File: config.mk
export PLATFORM = sky130hd
export DESIGN_NAME = sacc_top
export DESIGN_NICKNAME = d
export VERILOG_FILES = /design/src/rtl/sacc_pkg.sv /design/src/rtl/sacc_edge_det.sv /design/src/rtl/sacc_prescaler.sv /design/src/rtl/sacc_top.sv
export VERILOG_INCLUDE_DIRS = /design/src /design/src/rtl
export SDC_FILE = /design/constraint.sdc
export NUM_CORES = 1
export LEC_CHECK = 0
export ABC_AREA = 1
export BUFFER_PORTS_ARGS = -buffer_cell sky130_fd_sc_hd__buf_2
export CAP_MARGIN = 20
export CORE_ASPECT_RATIO = 0.6
export CORE_MARGIN = 4
export CORE_UTILIZATION = 30
export CTS_BUF_LIST = sky130_fd_sc_hd__clkbuf_8 sky130_fd_sc_hd__clkbuf_16
export CTS_CLUSTER_DIAMETER = 120
export DETAILED_ROUTE_END_ITERATION = 7
export SLEW_MARGIN = 30
export SYNTH_ARGS = -nofsm -noshare
export SYNTH_HDL_FRONTEND = slang
export SYNTH_SLANG_ARGS = --single-unit
File: constraint.sdc
create_clock -name clk -period 1.9 [get_ports clk]
set_clock_uncertainty 0.2 [all_clocks]
set_input_delay 0.19 -clock clk [delete_from_list [all_inputs] [get_ports clk]]
set_output_delay 0.19 -clock clk [all_outputs]
set_load 0.02 [all_outputs]
File: src/rtl/sacc_cfg.svh
// Register offsets, field positions, reset values and conversion counts
`ifndef SACC_CFG_SVH
`define SACC_CFG_SVH

// ----------------------------------------
// Register byte offsets on the APB
// ----------------------------------------
`define SACC_OFF_CTRL_A 12'h000
`define SACC_OFF_CTRL_B 12'h004
`define SACC_OFF_INSEL 12'h008
`define SACC_OFF_RES_LO 12'h00c
`define SACC_OFF_RES_HI 12'h010

// ----------------------------------------
// Field positions
// ----------------------------------------
`define SACC_A_ON 7
`define SACC_A_GO 6
`define SACC_A_AUTO 5
`define SACC_A_FLAG 4
`define SACC_S_LEFT 5
`define SACC_S_REF_HI 7
`define SACC_S_REF_LO 6
`define SACC_S_CHAN_HI 4
`define SACC_B_TRIG_HI 2

// ----------------------------------------
// Reset values and conversion timing
// ----------------------------------------
`define SACC_RST_BYTE 8'h00
`define SACC_LEN_NORMAL 5'd13
`define SACC_LEN_FIRST 5'd25
`define SACC_RES_BITS 5'd10
`define SACC_TRIG_FREE 3'h0
`define SACC_SAR_MSB 10'h200
`define SACC_SAR_LSB 10'h001

`endif

File: src/rtl/sacc_pkg.sv
// Types shared by the converter control block
package sacc_pkg;

   typedef enum logic [1:0] {SACC_IDLE, SACC_ARMED, SACC_CONVERT} sacc_phase_type;

   typedef struct packed {
      logic on;
      logic go;
      logic auto;
      logic flag;
      logic [2:0] trigSel;
      logic [1:0] refSel;
      logic left;
      logic [4:0] chanSel;
      logic [1:0] feRef;
      logic [4:0] feChan;
      logic feEn;
      logic [9:0] dac;
      logic [9:0] result;
      logic lock;
      logic warm;
      logic [4:0] cnt;
      sacc_phase_type st;
      logic presClr;
      logic [7:0] rdByte;
      logic pready;
      logic pslverr;
   } sacc_regs_type;

   typedef struct packed {
      logic [7:0] count;
   } sacc_pres_type;

   typedef struct packed {
      logic prev;
   } sacc_edge_type;

endpackage

File: src/rtl/sacc_edge_det.sv
// Rising edge detector for the selected trigger level
`timescale 1ns/1ps
module sacc_edge_det (
   input wire logic clk,
   input wire logic rst_n,
   input wire logic ce,
   input wire logic level,
   output logic rise
);
   sacc_pkg::sacc_edge_type s_q;
   sacc_pkg::sacc_edge_type s_d;

   always_comb begin
      s_d = s_q;
      s_d.prev = level;
   end

   // A level held high gives no second edge
   assign rise = level && !s_q.prev;

   always_ff @(posedge clk or negedge rst_n) begin
      if (!rst_n) begin
         s_q <= '0;
      end else if (ce) begin
         s_q <= s_d;
      end
   end
endmodule

File: src/rtl/sacc_prescaler.sv
// Converter clock prescaler: one tick per DIV system clocks
`timescale 1ns/1ps
module sacc_prescaler #(
   parameter logic [7:0] DIV = 8'd2
) (
   input wire logic clk,
   input wire logic rst_n,
   input wire logic ce,
   input wire logic clear,
   output logic tick
);
   sacc_pkg::sacc_pres_type s_q;
   sacc_pkg::sacc_pres_type s_d;

   // Clear holds the count at zero, so the first tick after release is DIV clocks later
   always_comb begin
      s_d = s_q;
      if (clear || s_q.count == DIV - 8'd1) begin
         s_d.count = 8'h00;
      end else begin
         s_d.count = s_q.count + 8'h01;
      end
   end

   assign tick = !clear && s_q.count == DIV - 8'd1;

   always_ff @(posedge clk or negedge rst_n) begin
      if (!rst_n) begin
         s_q <= '0;
      end else if (ce) begin
         s_q <= s_d;
      end
   end
endmodule

File: src/rtl/sacc_top.sv
// Successive-approximation converter control with APB register access
//
// Local design decisions: the register offsets and the APB register port.
`timescale 1ns/1ps
`include "sacc_cfg.svh"
module sacc_top #(
   parameter logic [7:0] PRESCALE = 8'd2
) (
   input wire logic clk,
   input wire logic rst_n,
   input wire logic ce,
   input wire logic psel,
   input wire logic penable,
   input wire logic pwrite,
   input wire logic [11:0] paddr,
   input wire logic [31:0] pwdata,
   output logic [31:0] prdata,
   output logic pready,
   output logic pslverr,
   input wire logic [7:0] trigEvents,
   input wire logic feCompare,
   output logic feEnable,
   output logic [4:0] feChannel,
   output logic [1:0] feReference,
   output logic [9:0] feDacCode,
   output logic convDoneFlag
);
   sacc_pkg::sacc_regs_type s_q;
   sacc_pkg::sacc_regs_type s_d;
   logic tick;
   logic trigLevel;
   logic trigRise;
   logic setup;
   logic wrEn;
   logic freeRun;
   logic complete;
   logic inBits;
   logic [4:0] convLen;
   logic [3:0] bitIdx;
   logic [9:0] bitMask;
   logic [9:0] nextDac;

   // ----------------------------------------
   // Prescaler and trigger edge
   // ----------------------------------------
   sacc_prescaler #(
      .DIV(PRESCALE)
   ) u_pres (
      .clk(clk),
      .rst_n(rst_n),
      .ce(ce),
      .clear(!s_q.on || s_q.presClr),
      .tick(tick)
   );

   // Done flag as source starts nothing: free running restarts on completion, and the edge start excludes it
   assign trigLevel = (s_q.trigSel == `SACC_TRIG_FREE) ? s_q.flag
                      : trigEvents[s_q.trigSel];

   sacc_edge_det u_edge (
      .clk(clk),
      .rst_n(rst_n),
      .ce(ce),
      .level(trigLevel),
      .rise(trigRise)
   );

   // ----------------------------------------
   // Conversion helpers
   // ----------------------------------------
   assign setup = psel && !penable;
   assign wrEn = psel && penable && pwrite && s_q.pready;
   assign freeRun = s_q.auto && s_q.trigSel == `SACC_TRIG_FREE;
   assign convLen = s_q.warm ? `SACC_LEN_NORMAL : `SACC_LEN_FIRST;
   assign inBits = s_q.cnt >= convLen - `SACC_RES_BITS;
   assign bitIdx = 4'(convLen - 5'd1 - s_q.cnt);
   assign bitMask = `SACC_SAR_LSB << bitIdx;
   // Comparator high means input above trial, so the trial bit stays
   assign nextDac = (s_q.dac & ~bitMask) | (feCompare ? bitMask : 10'h000)
                    | (bitMask >> 1);
   assign complete = s_q.st == sacc_pkg::SACC_CONVERT && tick
                     && s_q.cnt == convLen - 5'd1;

   // ----------------------------------------
   // Next state
   // ----------------------------------------
   always_comb begin
      s_d = s_q;
      s_d.presClr = 1'b0;
      s_d.pready = setup;
      s_d.pslverr = 1'b0;
      // Read data and read side effects are taken in the setup cycle, so a
      // completion racing the access cannot split a low/high pair
      if (setup) begin
         s_d.rdByte = `SACC_RST_BYTE;
         if (!pwrite) begin
            case (paddr)
               `SACC_OFF_CTRL_A: begin
                  s_d.rdByte = {s_q.on, s_q.go, s_q.auto, s_q.flag, 4'h0};
               end
               `SACC_OFF_CTRL_B: begin
                  s_d.rdByte = {5'h00, s_q.trigSel};
               end
               `SACC_OFF_INSEL: begin
                  s_d.rdByte = {s_q.refSel, s_q.left, s_q.chanSel};
               end
               `SACC_OFF_RES_LO: begin
                  s_d.rdByte = s_q.left ? {s_q.result[1:0], 6'h00}
                               : s_q.result[7:0];
                  s_d.lock = 1'b1;
               end
               `SACC_OFF_RES_HI: begin
                  s_d.rdByte = s_q.left ? s_q.result[9:2]
                               : {6'h00, s_q.result[9:8]};
                  s_d.lock = 1'b0;
               end
               default: begin
                  s_d.pslverr = 1'b1;
               end
            endcase
         end else begin
            case (paddr)
               `SACC_OFF_CTRL_A, `SACC_OFF_CTRL_B, `SACC_OFF_INSEL,
               `SACC_OFF_RES_LO, `SACC_OFF_RES_HI: begin
                  s_d.pslverr = 1'b0;
               end
               default: begin
                  s_d.pslverr = 1'b1;
               end
            endcase
         end
      end
      if (wrEn) begin
         case (paddr)
            `SACC_OFF_CTRL_A: begin
               s_d.on = pwdata[`SACC_A_ON];
               s_d.auto = pwdata[`SACC_A_AUTO];
               if (pwdata[`SACC_A_FLAG]) begin
                  s_d.flag = 1'b0;
               end
            end
            `SACC_OFF_CTRL_B: begin
               s_d.trigSel = pwdata[`SACC_B_TRIG_HI:0];
            end
            `SACC_OFF_INSEL: begin
               s_d.refSel = pwdata[`SACC_S_REF_HI:`SACC_S_REF_LO];
               s_d.left = pwdata[`SACC_S_LEFT];
               s_d.chanSel = pwdata[`SACC_S_CHAN_HI:0];
            end
            default: begin
               s_d.on = s_q.on;
            end
         endcase
      end
      // Selection follows software only outside a conversion
      if (s_d.on && s_q.st != sacc_pkg::SACC_CONVERT) begin
         s_d.feChan = s_d.chanSel;
         s_d.feRef = s_d.refSel;
      end
      s_d.feEn = s_d.on;
      case (s_q.st)
         sacc_pkg::SACC_IDLE: begin
            if (wrEn && paddr == `SACC_OFF_CTRL_A && pwdata[`SACC_A_GO] && s_d.on) begin
               s_d.go = 1'b1;
               s_d.st = sacc_pkg::SACC_ARMED;
            end else if (s_q.on && s_q.auto && s_q.trigSel != `SACC_TRIG_FREE
                         && trigRise) begin
               s_d.go = 1'b1;
               s_d.presClr = 1'b1;
               s_d.st = sacc_pkg::SACC_ARMED;
            end
         end
         sacc_pkg::SACC_ARMED: begin
            if (tick) begin
               s_d.st = sacc_pkg::SACC_CONVERT;
               s_d.cnt = 5'd0;
               s_d.dac = 10'h000;
            end
         end
         sacc_pkg::SACC_CONVERT: begin
            // Edges seen here are dropped, not remembered
            if (tick) begin
               s_d.cnt = s_q.cnt + 5'd1;
               if (s_q.cnt == convLen - `SACC_RES_BITS - 5'd1) begin
                  s_d.dac = `SACC_SAR_MSB;
               end else if (inBits) begin
                  s_d.dac = nextDac;
               end
            end
            if (complete) begin
               if (!s_d.lock) begin
                  s_d.result = nextDac;
               end
               s_d.flag = 1'b1;
               s_d.warm = 1'b1;
               s_d.cnt = 5'd0;
               if (freeRun) begin
                  s_d.st = sacc_pkg::SACC_ARMED;
               end else begin
                  s_d.go = 1'b0;
                  s_d.st = sacc_pkg::SACC_IDLE;
               end
            end
         end
         default: begin
            s_d.st = sacc_pkg::SACC_IDLE;
         end
      endcase
      // Switching off aborts and rearms the long first conversion
      if (!s_d.on) begin
         s_d.st = sacc_pkg::SACC_IDLE;
         s_d.go = 1'b0;
         s_d.warm = 1'b0;
         s_d.cnt = 5'd0;
      end
   end

   // ----------------------------------------
   // State register
   // ----------------------------------------
   always_ff @(posedge clk or negedge rst_n) begin
      if (!rst_n) begin
         s_q <= '0;
      end else if (ce) begin
         s_q <= s_d;
      end
   end

   assign prdata = {24'h000000, s_q.rdByte};
   assign pready = s_q.pready;
   assign pslverr = s_q.pslverr;
   assign feEnable = s_q.feEn;
   assign feChannel = s_q.feChan;
   assign feReference = s_q.feRef;
   assign feDacCode = s_q.dac;
   assign convDoneFlag = s_q.flag;
endmodule

Word-level counts from Yosys, hierarchy flattened. Index checks and enable logic that the tools add are counted.

Register bits: 71. Input port bits: 59. Output and inout port bits: 53. Word-level logic and storage cells: 144.

Add/subtract/negate cells: 6. Order comparisons: 2. Equality and inequality tests: 22. Shift operators: 1. Muxes and demuxes: 47. Bitwise operators: 5. Reductions and logical operators: 39.

Operator list (number): 8-bit 2-to-1 mux (7); 10-bit 2-to-1 mux (5); 8-bit case mux with 5 select lines (1); 12-bit by 4-bit equality test with 1-bit output (second input constant) (2); 1-bit 2-to-1 mux (21); 10-bit case mux with 2 select lines (1); 1-bit logical AND (16); 12-bit by 3-bit equality test with 1-bit output (second input constant) (1); 12-bit by 5-bit equality test with 1-bit output (second input constant) (1); 12-bit zero test (1); 12-bit 2-to-1 mux (1); 3-bit AND reduction (4); 4-bit AND reduction (3); 10-bit bitwise AND (1); 5-bit equality test (2); 5-bit 2-to-1 mux (2); 10-bit NOT (1); 10-bit OR (1); 10-bit by 9-bit OR with 10-bit output (1); 5-bit case mux with 2 select lines (1); 5-bit AND reduction (2); 1-bit by 4-bit << shifter with 10-bit output (first input constant) (1); 5-bit by 1-bit subtractor with 5-bit output (second input constant) (2); 3-bit inequality test (second input constant) (3); other kinds (29) (41).

Longest topological paths before layout. Gate-level depths: netlist (run 1).

Depth in word-level cells: 12. Gate-level depth with buffers: 13. Gate-level depth less buffers: 13.

Hierarchy. Synthesis (run 1) repeated with hierarchy kept, for this count alone.

Cells, all modules: 623. Area, all modules: 4655.7 µm².

Modules (own cells, without submodules): sacc_top (times used 1, cells an instance 553, area each 4136.5 µm², seq. area each 1551.5 µm²); sacc_prescaler (times used 1, cells an instance 63, area each 469.2 µm², seq. area each 200.2 µm²); sacc_edge_det (times used 1, cells an instance 7, area each 50.0 µm², seq. area each 25.0 µm²).

Worst setup path before layout (run 1). Ideal clock, no wire load.

Kind: reg2reg. Start: register s_q[15] (netlist name). End: register s_q, in the netlist feDacCode[5]. Setup time: 0.065 ns. Arrival time: 1.712 ns. Data required time: 1.635 ns. Path slack: -0.077 ns. Stages on the path, launching flop included: 10. Path buffers: 0. Clock period less this slack: 1.977 ns. Cell sequence: dfrtp_1 inv_1 ha_1 ha_1 inv_1 nor2_1 nand2_1 o211ai_1 nand3_1 nand2_1.

Word-level cells in the longest chain between the ends: 10. Elaborated cells on any way between the ends: 15. Classes of those cells: 1 x add/sub; 1 x order compare; 2 x eq/ne; 1 x shift; 5 x mux; 4 x bitwise; 1 x reduce/logical.

RTL lines: start: declaration (RTL line sacc_top.sv:28) `sacc_pkg::sacc_regs_type s_q;`; start signal: assignment (RTL line sacc_top.sv:223) `s_q <= '0;`; start signal: assignment (RTL line sacc_top.sv:225) `s_q <= s_d;`; 4-bit subtractor (RTL line sacc_top.sv:76) `assign bitIdx = 4'(convLen - 5'd1 - s_q.cnt);`; 1-bit by 4-bit << shifter with 10-bit output (no line); 10-bit NOT (RTL line sacc_top.sv:79) `assign nextDac = (s_q.dac & ~bitMask) | (feCompare ? bitMask : 10'h000)`; 10-bit bitwise AND (RTL line sacc_top.sv:79); 10-bit OR (RTL line sacc_top.sv:79); 10-bit by 9-bit OR with 10-bit output (RTL line sacc_top.sv:80) `| (bitMask >> 1);`; 10-bit 2-to-1 mux (RTL line sacc_top.sv:186) `end else if (inBits) begin`; 10-bit 2-to-1 mux (RTL line sacc_top.sv:184) `` if (s_q.cnt == convLen - `SACC_RES_BITS - 5'd1) begin ``; 10-bit 2-to-1 mux (RTL line sacc_top.sv:182) `if (tick) begin`; 10-bit case mux with 2 select lines (RTL line sacc_top.sv:161) `case (s_q.st)`.

Several ways; a longest one is shown, not always the timed one. The select of a mux whose other input is x is not followed. A chain may end at the register's enable or synchronous reset.

Worst setup path in the final report (run 1).
Start: register s_q[18] (netlist name). End: register s_q, in the netlist feDacCode[1].

Word-level cells in the longest chain between the ends: 12. Elaborated cells on any way between the ends: 19. Classes of those cells: 4 x add/sub; 1 x order compare; 2 x eq/ne; 1 x shift; 6 x mux; 4 x bitwise; 1 x reduce/logical.

RTL lines (RTL line): 5-bit 2-to-1 mux (no line) (*); 5-bit by 1-bit subtractor with 5-bit output; 4-bit subtractor (sacc_top.sv:76); 1-bit by 4-bit << shifter with 10-bit output (no line); 10-bit NOT (sacc_top.sv:79); 10-bit bitwise AND (sacc_top.sv:79); 10-bit OR (sacc_top.sv:79); 10-bit by 9-bit OR with 10-bit output (sacc_top.sv:80); 10-bit 2-to-1 mux (sacc_top.sv:186); 10-bit 2-to-1 mux (sacc_top.sv:184); 10-bit 2-to-1 mux (sacc_top.sv:182); 10-bit case mux with 2 select lines (sacc_top.sv:161).

Every way passes the cells marked *; elsewhere a longest branch is shown, timed or not. The select of a mux whose other input is x is not followed.

==> results of run 1 <==
[cell type report]
cell class | instances | area (sq um) | area share
tap | 203 | 254 | 0.0414
clock inverter | 7 | 65.1 | 0.0106
sequential | 71 | 1780 | 0.290
multi-input combinational | 440 | 2570 | 0.419
timing repair buffer | 136 | 940 | 0.153
clock buffer | 9 | 225 | 0.0367
inverter | 78 | 305 | 0.0497
[power groups by stage]
stage               Sequential [mW]  Clock (mW)  Combinational, mW
floorplan                      1.71           0              0.495
global placement               1.71           0              0.719
detailed placement             1.71           0              0.732
CTS                            1.68        1.70              0.798
global route                   1.70        1.78              0.889
finish                         1.68        1.67              0.801
[layer usage]
| layer | wire length (um) | GRT usage |
|---|---|---|
| met1 | 6480 | 0.218 |
| met2 | 5400 | 0.204 |
| met3 | 776 | 0.0367 |
| met4 | 142 | 0.0264 |
| met5 | 0 | 0 |
[flip-flops by register name, indices dropped and copies added, names as in the netlist]
signal	flops
prdata	8
s_q	33
u_edge.s_q	1
feDacCode	10
pslverr	1
convDoneFlag	1
feEnable	1
u_pres.s_q	8
pready	1
feReference	2
feChannel	5
[logic make-up after synthesis]
family,synth area share
other,0.000799
DFF,0.378
adders and majority gates,0.0426
AOI/OAI and AO/OA,0.113
muxes,0.00213
buffers and inverters,0.160
xor gates and xnor gates,0.00373
and+or+nand+nor,0.300
[repair_timing]
item | in CTS | in global routing
pin swaps | 29 | 30
cloned | 2 | 0
endpoints found under the hold margin | 82 | 0
resized for setup | 54 | 42
setup buffers | 3 | 4
hold buffers | 6 | 0
endpoints found under the setup margin | 26 | 31
[metrics by stage]
stage	util	instances
2_1_floorplan	-	649
3_3_place_gp	0.352	915
3_5_place_dp	0.352	915
4_1_cts	0.389	940
5_1_grt	0.401	944
6_report	0.401	944
[cell usage in the layout, fill, tap and decap left out, types with 2 or more instances in the layout]
cell           synthesis  final
buf_6                  4      7
nor2_8                 2      2
nor2_1                38     30
buf_12                 0      2
dlygate4sd3_1          0      6
nor2_4                 3      9
nor3b_1                3      3
ha_4                   0      6
o21ai_2                8     12
nor2_2                 5      8
inv_2                  6     11
dfrtp_1               71     70
o31ai_1                3      3
a21oi_2                1      2
conb_1                 1     24
xnor2_1                2      2
nand4_1                9      9
ha_1                  16     10
nor3_1                18     17
o21ai_1               21     24
clkinv_2               0      3
o21ai_0               28     21
clkbuf_16              0      9
buf_4                 51     58
nor3_2                 1      2
o2111ai_1              2      2
nand2_4                1      4
a21oi_1               11     10
clkinv_1               2      2
nand2_2                8     25
inv_4                  0      3
o211ai_1              10     10
nand3_1               46     36
inv_1                 69     62
nand3_4                1      5
buf_2                  1     62
nand3_2                0      6
nand2_1              166    145
[worst reg2reg max path, cell delays in order (launching register included)]
cell and delay, ns:
dfrtp_2 0.43, buf_4 0.15, ha_4 0.26, inv_2 0.03, nor2_2 0.10, nand2_1 0.07
nand4_1 0.09, nand4_1 0.09, buf_6 0.16, nor2_4 0.18, nand3_1 0.11, nand2_1 0.08
[path summary, 6_finish.rpt]
kind	cells past startpoint	startpoint	to	slack [ns]
setup / recovery	11	s_q[18]	feDacCode[1]	-0.11
hold / removal	3	pwdata[4]	s_q[52]	0.008
setup reg to reg	11	s_q[18]	feDacCode[1]	-0.11
hold reg to reg	2	prdata[5]	prdata[5]	0.28
max in group asynchronous	3	rst_n	s_q[18]	0.96
min in group asynchronous	3	rst_n	feChannel[3]	0.22
==> impl_metrics.toml, run 1 <==
[outcome]
status = "finished, violations left"
failed_checks = "setup timing"

[setup_path]
cp.arrival_ns = 2.08
worst-path-buf-inv = 3
critPathTopFamily = "simple AND/OR/NAND/NOR gates"
path_max_fanout = 5
max_stage_delay_ns = 0.43
cp_cell_sequence = "buf_4 -> ha_4 -> inv_2 -> nor2_2 -> nand2_1 -> nand4_1 -> nand4_1 -> buf_6 -> nor2_4 -> nand3_1 -> nand2_1"
endpoint_kind = "flip-flop"
critPathLaunchType = "flip-flop"
cpMaxStageDelayCell = "dfrtp_2"
required_ns = 1.97
crit_type = "reg -> reg"

[synth]
synth_top_cell_by_area = "dfrtp_1"
ys_ff_latch = 71
synth.distinct_cells = 45
synth_top_area_share = 0.378
synthCells = 626
avgSynthCellArea_sq_um = 7.50
synth-seq-area-share = 0.378
synth_commonest_cells = "166 x nand2_1, 71 x dfrtp_1, 69 x inv_1, 51 x buf_4, 46 x nand3_1"
synth_edf_count = 0
synth_area_sq_um = 4700
yosys_warnings = 0
synth_area_leaders = "dfrtp_1 38%, nand2_1 13%, buf_4 8.2%"
ys_async_sr_fraction = 1.00
ys.flop_type = "dfrtp_1"
synth.most_common_cell = "nand2_1"

[worst_hold_path]
min_path_type = "in -> reg"

[clock_network]
numCtsBuffers = 9
htreeDepth = 3
cts.sinks = 71
clk_latency_ns = 0.34
path_clk_slew_ns = 0.06
cts_tree = "done"
clockBufferDepth = 2
cts-root-buf = "clkbuf_16"

[floorplanning]
die_y_um = 105
fp-row-count = 35
initial_core_util = 0.306
core_area_sq_um = 15300
die_area_sq_um = 17800
die_x_um = 170
num_io_pins = 112

[drt]
postRouteWirelength_um = 12800
vias = 4298
drc = 0
drt-pass1-iter-count = 5
drtAntennaViolNets = 0
wl_per_cell_um = 13.6
dr.first_iter.drc_count = 241
via_per_inst = 4.55

[power]
p_leak_nw = 3.04
p_seq_frac = 0.405
power_frac_comb = 0.193
power.switching_mw = 1.22
total_power_mw = 4.15
p_clk_frac = 0.402
netSwitchingFraction = 0.294
vdd_ir_drop_max_v = 0.000491
p_int_mw = 2.93
power.density_nw_per_um2 = 677

[global_route]
grt_max_degree = 72
grt_pass1_wl_um = 20600
antenna_found_initial = 0
grtUsageTotal = 0.143
grt_overflow = 0
grt_pass1_vias = 4057

[finish]
stdcell_area_sq_um = 6140
n_antenna_cell = 0
final_layout_size_suffix_gt1_frac = 0.331
finalNetCount = 811
area_delta_synth_final_pct = 30.7
fillers = 1538

[timing]
fin_hold_ws_ns = 0.00800
rsz0062_at_grt = "true"
setup_violations = 23
fmax_mhz = 496
slew_viol_final = 0
hold_viol = 0
finalCritPeriodShare = 1.06
timing.final.ws_setup_ns = -0.115
tns_ns = -1.35
layout_min_cycle_time_ns = 2.01

[job]
cap_violations = 0

[placement]
dp_hpwl_um = 9580
dp_slack_ns = -0.144
place_area_sq_um = 5400
numPortBuffers = 62
gp_congestion = 0.829
(Power assumes the default switching activity.)
==> inputs of run 2 (changes only) <==
ABC_AREA = not set   (was 1)
SETUP_SLACK_MARGIN = 0.15   (was not set)
==> run 2 against run 1 <==
Register-to-register slack got worse by 0.28 ns. Sequential power fell by 3%. Non-clock buffer count rose by 56. Critical path depth fell by 2. Count of clock-buffer cells in the layout did not move. Largest cell class unchanged. Sequential cell count did not move. Clock power barely moved. Cell area rose by 9.9%. The flow still finishes with violations (setup timing). Critical endpoint is now s_q[21]. Die area fell by 3.7%. Via count fell by 4.0%.
==> impl_metrics.toml, run 2 <==
[synth]
ys.flop_type = "dfrtp_1"
synth.most_common_cell = "dfrtp_1"
avgSynthCellArea_sq_um = 9.77
synth_commonest_cells = "71 x dfrtp_1, 50 x buf_4, 31 x nand2_1, 31 x nor2_1, 23 x mux2_2"
synthMuxAreaShare = 0.0951
synthCells = 462
yosys.area_share.xor_xnor = 0.0116
synth_top_cell_by_area = "dfrtp_1"
ys_async_sr_fraction = 1.00
synth_area_sq_um = 4510
synth_top_family_by_area = "simple AND/OR/NAND/NOR gates"
synth_top_area_share = 0.394
ys_ff_latch = 71
synth_area_leaders = "dfrtp_1 39%, buf_4 8.3%, mux2_2 5.7%"
synth.distinct_cells = 65
yosys_warnings = 0
synth_compound_area_frac = 0.160
synth-seq-area-share = 0.394
yosys.area_share.simple = 0.176
synth_adder_area_share = 0.0444
synth_edf_count = 0

[power]
power.density_nw_per_um2 = 637
p_leak_nw = 3.16
vdd_ir_drop_max_v = 0.000496
total_power_mw = 4.30

[timing]
slew_viol_final = 0
tightest_slew_ns = 0.723
fmax_mhz = 436
hold_viol = 0
finalCritPeriodShare = 1.21
timing.final.ws_setup_ns = -0.393
layout_min_cycle_time_ns = 2.29
setup_violations = 55
tns_ns = -11.58
slew_headroom = 0.518
rsz0062_at_grt = "true"

[global_route]
grt_overflow = 0
grtUsageTotal = 0.156
grt_pass1_vias = 4126
grt_pass1_wl_um = 21700
antenna_found_initial = 0
grt_max_degree = 27

[floorplanning]
die_y_um = 103
fp-row-count = 34
die_x_um = 166
num_io_pins = 112
initial_core_util = 0.309
core_area_sq_um = 14600
die_area_sq_um = 17100

[finish]
final_common_cell = "buf_4"
stdcell_area_sq_um = 6750
finalNetCount = 696
final_layout_size_suffix_gt1_frac = 0.505
largest_register_ffs = 33
n_antenna_cell = 0
top_register = "s_q"
final_cell_mix = "96 x buf_4, 66 x dfrtp_1, 60 x buf_2"
area_delta_synth_final_pct = 49.5

[placement]
gp_congestion = 0.847
dp_hpwl_um = 9870
place_area_sq_um = 5630
dp_slack_ns = -0.584
numPortBuffers = 62

[clock_network]
cts-root-buf = "clkbuf_16"
cts_tree = "done"
path_clk_slew_ns = 0.06
clk_latency_ns = 0.34
htreeDepth = 3
numCtsBuffers = 9
clockBufferDepth = 2
cts.sinks = 71

[setup_path]
crit_type = "reg -> reg"
cp.arrival_ns = 2.32
r2r_setup_slack_ns = -0.39
endpoint_kind = "flip-flop"
path_max_fanout = 7
critPathLaunchType = "flip-flop"
required_ns = 1.92

[drt]
drc = 0
drtAntennaViolNets = 0
drt-pass1-iter-count = 5
vias = 4127
via_per_inst = 5.01
dr.first_iter.drc_count = 278
postRouteWirelength_um = 13900
wl_per_cell_um = 16.8

[job]
cap_violations = 0

[worst_hold_path]
min_path_type = "in -> reg"

[outcome]
failed_checks = "setup timing"
status = "finished, violations left"
run 2: cell types whose count changed after synthesis, moves of 9 or more:
cell / before / now
mux2i_1: 1 / 17
mux2_2: 0 / 23
nand3_1: 46 / 13
nand2_1: 166 / 31
o21ai_1: 21 / 0
o21ai_0: 28 / 19
o211ai_1: 10 / 1
a22o_1: 0 / 14
inv_1: 69 / 19
nor3_1: 18 / 5
run 2: path summary, 6_finish.rpt:
path                            from  cells after the start        endpoint
max                          s_q[15]                      9         s_q[21]
min                        pwdata[7]                      3  feReference[1]
max reg2reg                  s_q[15]                      9         s_q[21]
min reg2reg                  s_q[19]                      2         s_q[19]
max in group asynchronous      rst_n                      3    feDacCode[6]
min in group asynchronous      rst_n                      2         s_q[15]
run 2: cell families after synthesis:
kind of cell	Yosys count
flip-flops	71
AO/OA/AOI/OAI	102
XOR/XNOR	6
other	1
buffers and inverters	87
AND/OR/NAND/NOR	139
multiplexers	40
adder cells (fa/ha/maj)	16
run 2: power breakdown:
group / leakage [nW] / switching, mW / internal, mW / total, mW
registers: 0.963 / 0.0403 / 1.59 / 1.63
logic: 2.05 / 0.566 / 0.458 / 1.02
clock network: 0.140 / 0.729 / 0.916 / 1.65
run 2: what timing repair did:
item	in CTS	in global routing
pin swaps	20	43
buffers inserted	13	10
endpoints found under the hold margin	37	0
setup endpoints to repair	63	66
gates cloned	2	0
resized for setup	56	54
hold buffers	10	0
run 2: per-layer routing:
metal | track usage | vias up | part of all wire
li1 | - | 1935 | -
met2 | 0.247 | 108 | 0.45
met4 | 0.0314 | 0 | 0.010
met3 | 0.0387 | 17 | 0.060
met1 | 0.220 | 2067 | 0.48
met5 | 0 | - | 0
run 2: final cells by class:
class	count	area, sq um
clock buffer	9	225
clock inverter	7	65.1
fill	1321	7850
inverter	19	76.3
multi-input combinational	328	2900
sequential	71	1780
tap	198	248
timing repair buffer	192	1450
run 2: critical path, stage by stage, from the launching register on:
cell     delay [ns]
dfrtp_1        0.39
inv_2          0.09
ha_4           0.21
buf_12         0.13
a31oi_4        0.21
xnor2_2        0.17
buf_4          0.17
nor2_1         0.17
a21oi_1        0.14
mux2_4         0.29
run 2: per-stage QoR:
stage,utilization,std cells,hold slack [ns]
after floorplan,-,485,-0.306
after global placement,0.386,773,0.0715
after detailed placement,0.386,773,0.0794
after CTS,0.439,814,0.0394
after global routing,0.462,824,0.0758
final,0.462,824,0.0424
==> inputs of run 3 (changes only) <==
CORE_ASPECT_RATIO = not set   (was 0.6)
==> run 3 against run 2 <==
The flow still finishes with violations (setup timing). Highest routed layer unchanged. Count of clock-buffer cells in the layout did not move. Largest cell class unchanged. Critical path depth fell by 3. Sequential cell count stayed put.
==> impl_metrics.toml, run 3 (synthesis results as in run 2) <==
[clock_network]
path_clk_slew_ns = 0.06
clk_latency_ns = 0.34
cts-root-buf = "clkbuf_16"
numCtsBuffers = 9
htreeDepth = 3
cts.sinks = 71
cts_tree = "done"
clockBufferDepth = 2

[worst_hold_path]
min_path_type = "in -> reg"
worstHoldStart = "ce"

[floorplanning]
die_area_sq_um = 17100
initial_core_util = 0.308
core_area_sq_um = 14600
die_y_um = 131
num_io_pins = 112
die_x_um = 131
fp-row-count = 44

[setup_path]
cp.arrival_ns = 2.20
r2r_setup_slack_ns = -0.28
worst-path-buf-inv = 0
startpoint = "s_q[18]"
max_stage_delay_ns = 0.42
worstReg2RegStart = "s_q[18]"
crit_type = "reg -> reg"
endpoint_kind = "flip-flop"
cpMaxStageDelayCell = "dfrtp_2"
critPathTopFamily = "simple AND/OR/NAND/NOR gates"
path_max_fanout = 6
critPathLaunchType = "flip-flop"
required_ns = 1.92
cp_cell_sequence = "ha_4 -> and4_1 -> nand2_1 -> nor2_4 -> nand4b_4 -> mux2_4"

[drt]
postRouteWirelength_um = 12700
drt-pass1-iter-count = 4
drc = 0
wl_per_cell_um = 16.1
via_per_inst = 5.03
drtAntennaViolNets = 0
dr.first_iter.drc_count = 255
vias = 3961

[finish]
seq_area_sq_um = 1780
final_cell_mix = "82 x buf_4, 68 x dfrtp_1, 61 x buf_2"
largest_register_ffs = 33
top_register = "s_q"
final_layout_size_suffix_gt1_frac = 0.460
final_cells = 788
area_delta_synth_final_pct = 41.9
final_common_cell = "buf_4"
fillers = 1368
finalNetCount = 674
n_antenna_cell = 0
multi_input_area_sq_um = 2760

[global_route]
antenna_found_initial = 0
grt_pass1_wl_um = 20300
grt_max_degree = 72
grtUsageTotal = 0.151
grt_overflow = 0
grt_pass1_vias = 4041

[power]
total_power_mw = 4.37
vdd_ir_drop_max_v = 0.000442
power.density_nw_per_um2 = 682
p_leak_nw = 3.04

[timing]
fmax_mhz = 459
timing.final.ws_setup_ns = -0.279
layout_min_cycle_time_ns = 2.18
setup_violations = 44
rsz0062_at_grt = "true"
slew_viol_final = 0
finalCritPeriodShare = 1.15
fin_hold_ws_ns = 0.0302
hold_viol = 0

[outcome]
failed_checks = "setup timing"
status = "finished, violations left"

[placement]
gp_congestion = 0.856
numPortBuffers = 62
dp_hpwl_um = 9180
placed_cells = 746

[job]
cap_violations = 0
run 3: routing by layer:
layer	up-vias	track usage	share of wire
met2	111	0.265	0.50
met1	1934	0.185	0.43
met4	0	0.0629	0.022
li1	1893	-	-
met3	23	0.0236	0.042
met5	-	0	0
run 3: path summary, 6_finish.rpt:
kind | cells past startpoint | endpoint
max in group asynchronous | 3 | pready
worst min-delay path | 2 | pslverr
worst max register to register | 6 | s_q[26]
worst min register to register | 2 | prdata[4]
min in group asynchronous | 3 | feDacCode[9]
worst max-delay path | 6 | s_q[26]
run 3: power by group:
group	internal [mW]	switching, mW	total [mW]
clock	1.03	0.707	1.74
combinational	0.449	0.550	0.999
sequential	1.59	0.0450	1.63
run 3: timing repair:
item	in CTS	in global routing
hold endpoints to repair	90	0
setup endpoints to repair	62	65
hold buffers	10	0
gates cloned	1	0
resized for setup	46	30
buffers inserted	8	7
pin swaps	19	20
run 3: cell type report:
type / count / area share
flip-flops and latches: 71 / 0.278
well taps: 184 / 0.0359
clock inverters: 7 / 0.0125
clock buffers: 9 / 0.0352
inverters: 19 / 0.0111
multi-input cells: 328 / 0.431
repair buffers: 170 / 0.197
run 3: stage by stage:
| step | util | setup slack (ns) | setup TNS, ns | cell area [sq um] |
|---|---|---|---|---|
| finish | 0.437 | -0.279 | -6.93 | 6400 |
| CTS | 0.424 | -0.273 | -6.08 | 6210 |
| global placement | 0.378 | -0.428 | -17.52 | 5530 |
| global route | 0.437 | -0.413 | -11.72 | 6400 |
| detailed placement | 0.378 | -0.519 | -19.75 | 5530 |
| floorplan | - | -0.498 | -11.58 | 4840 |
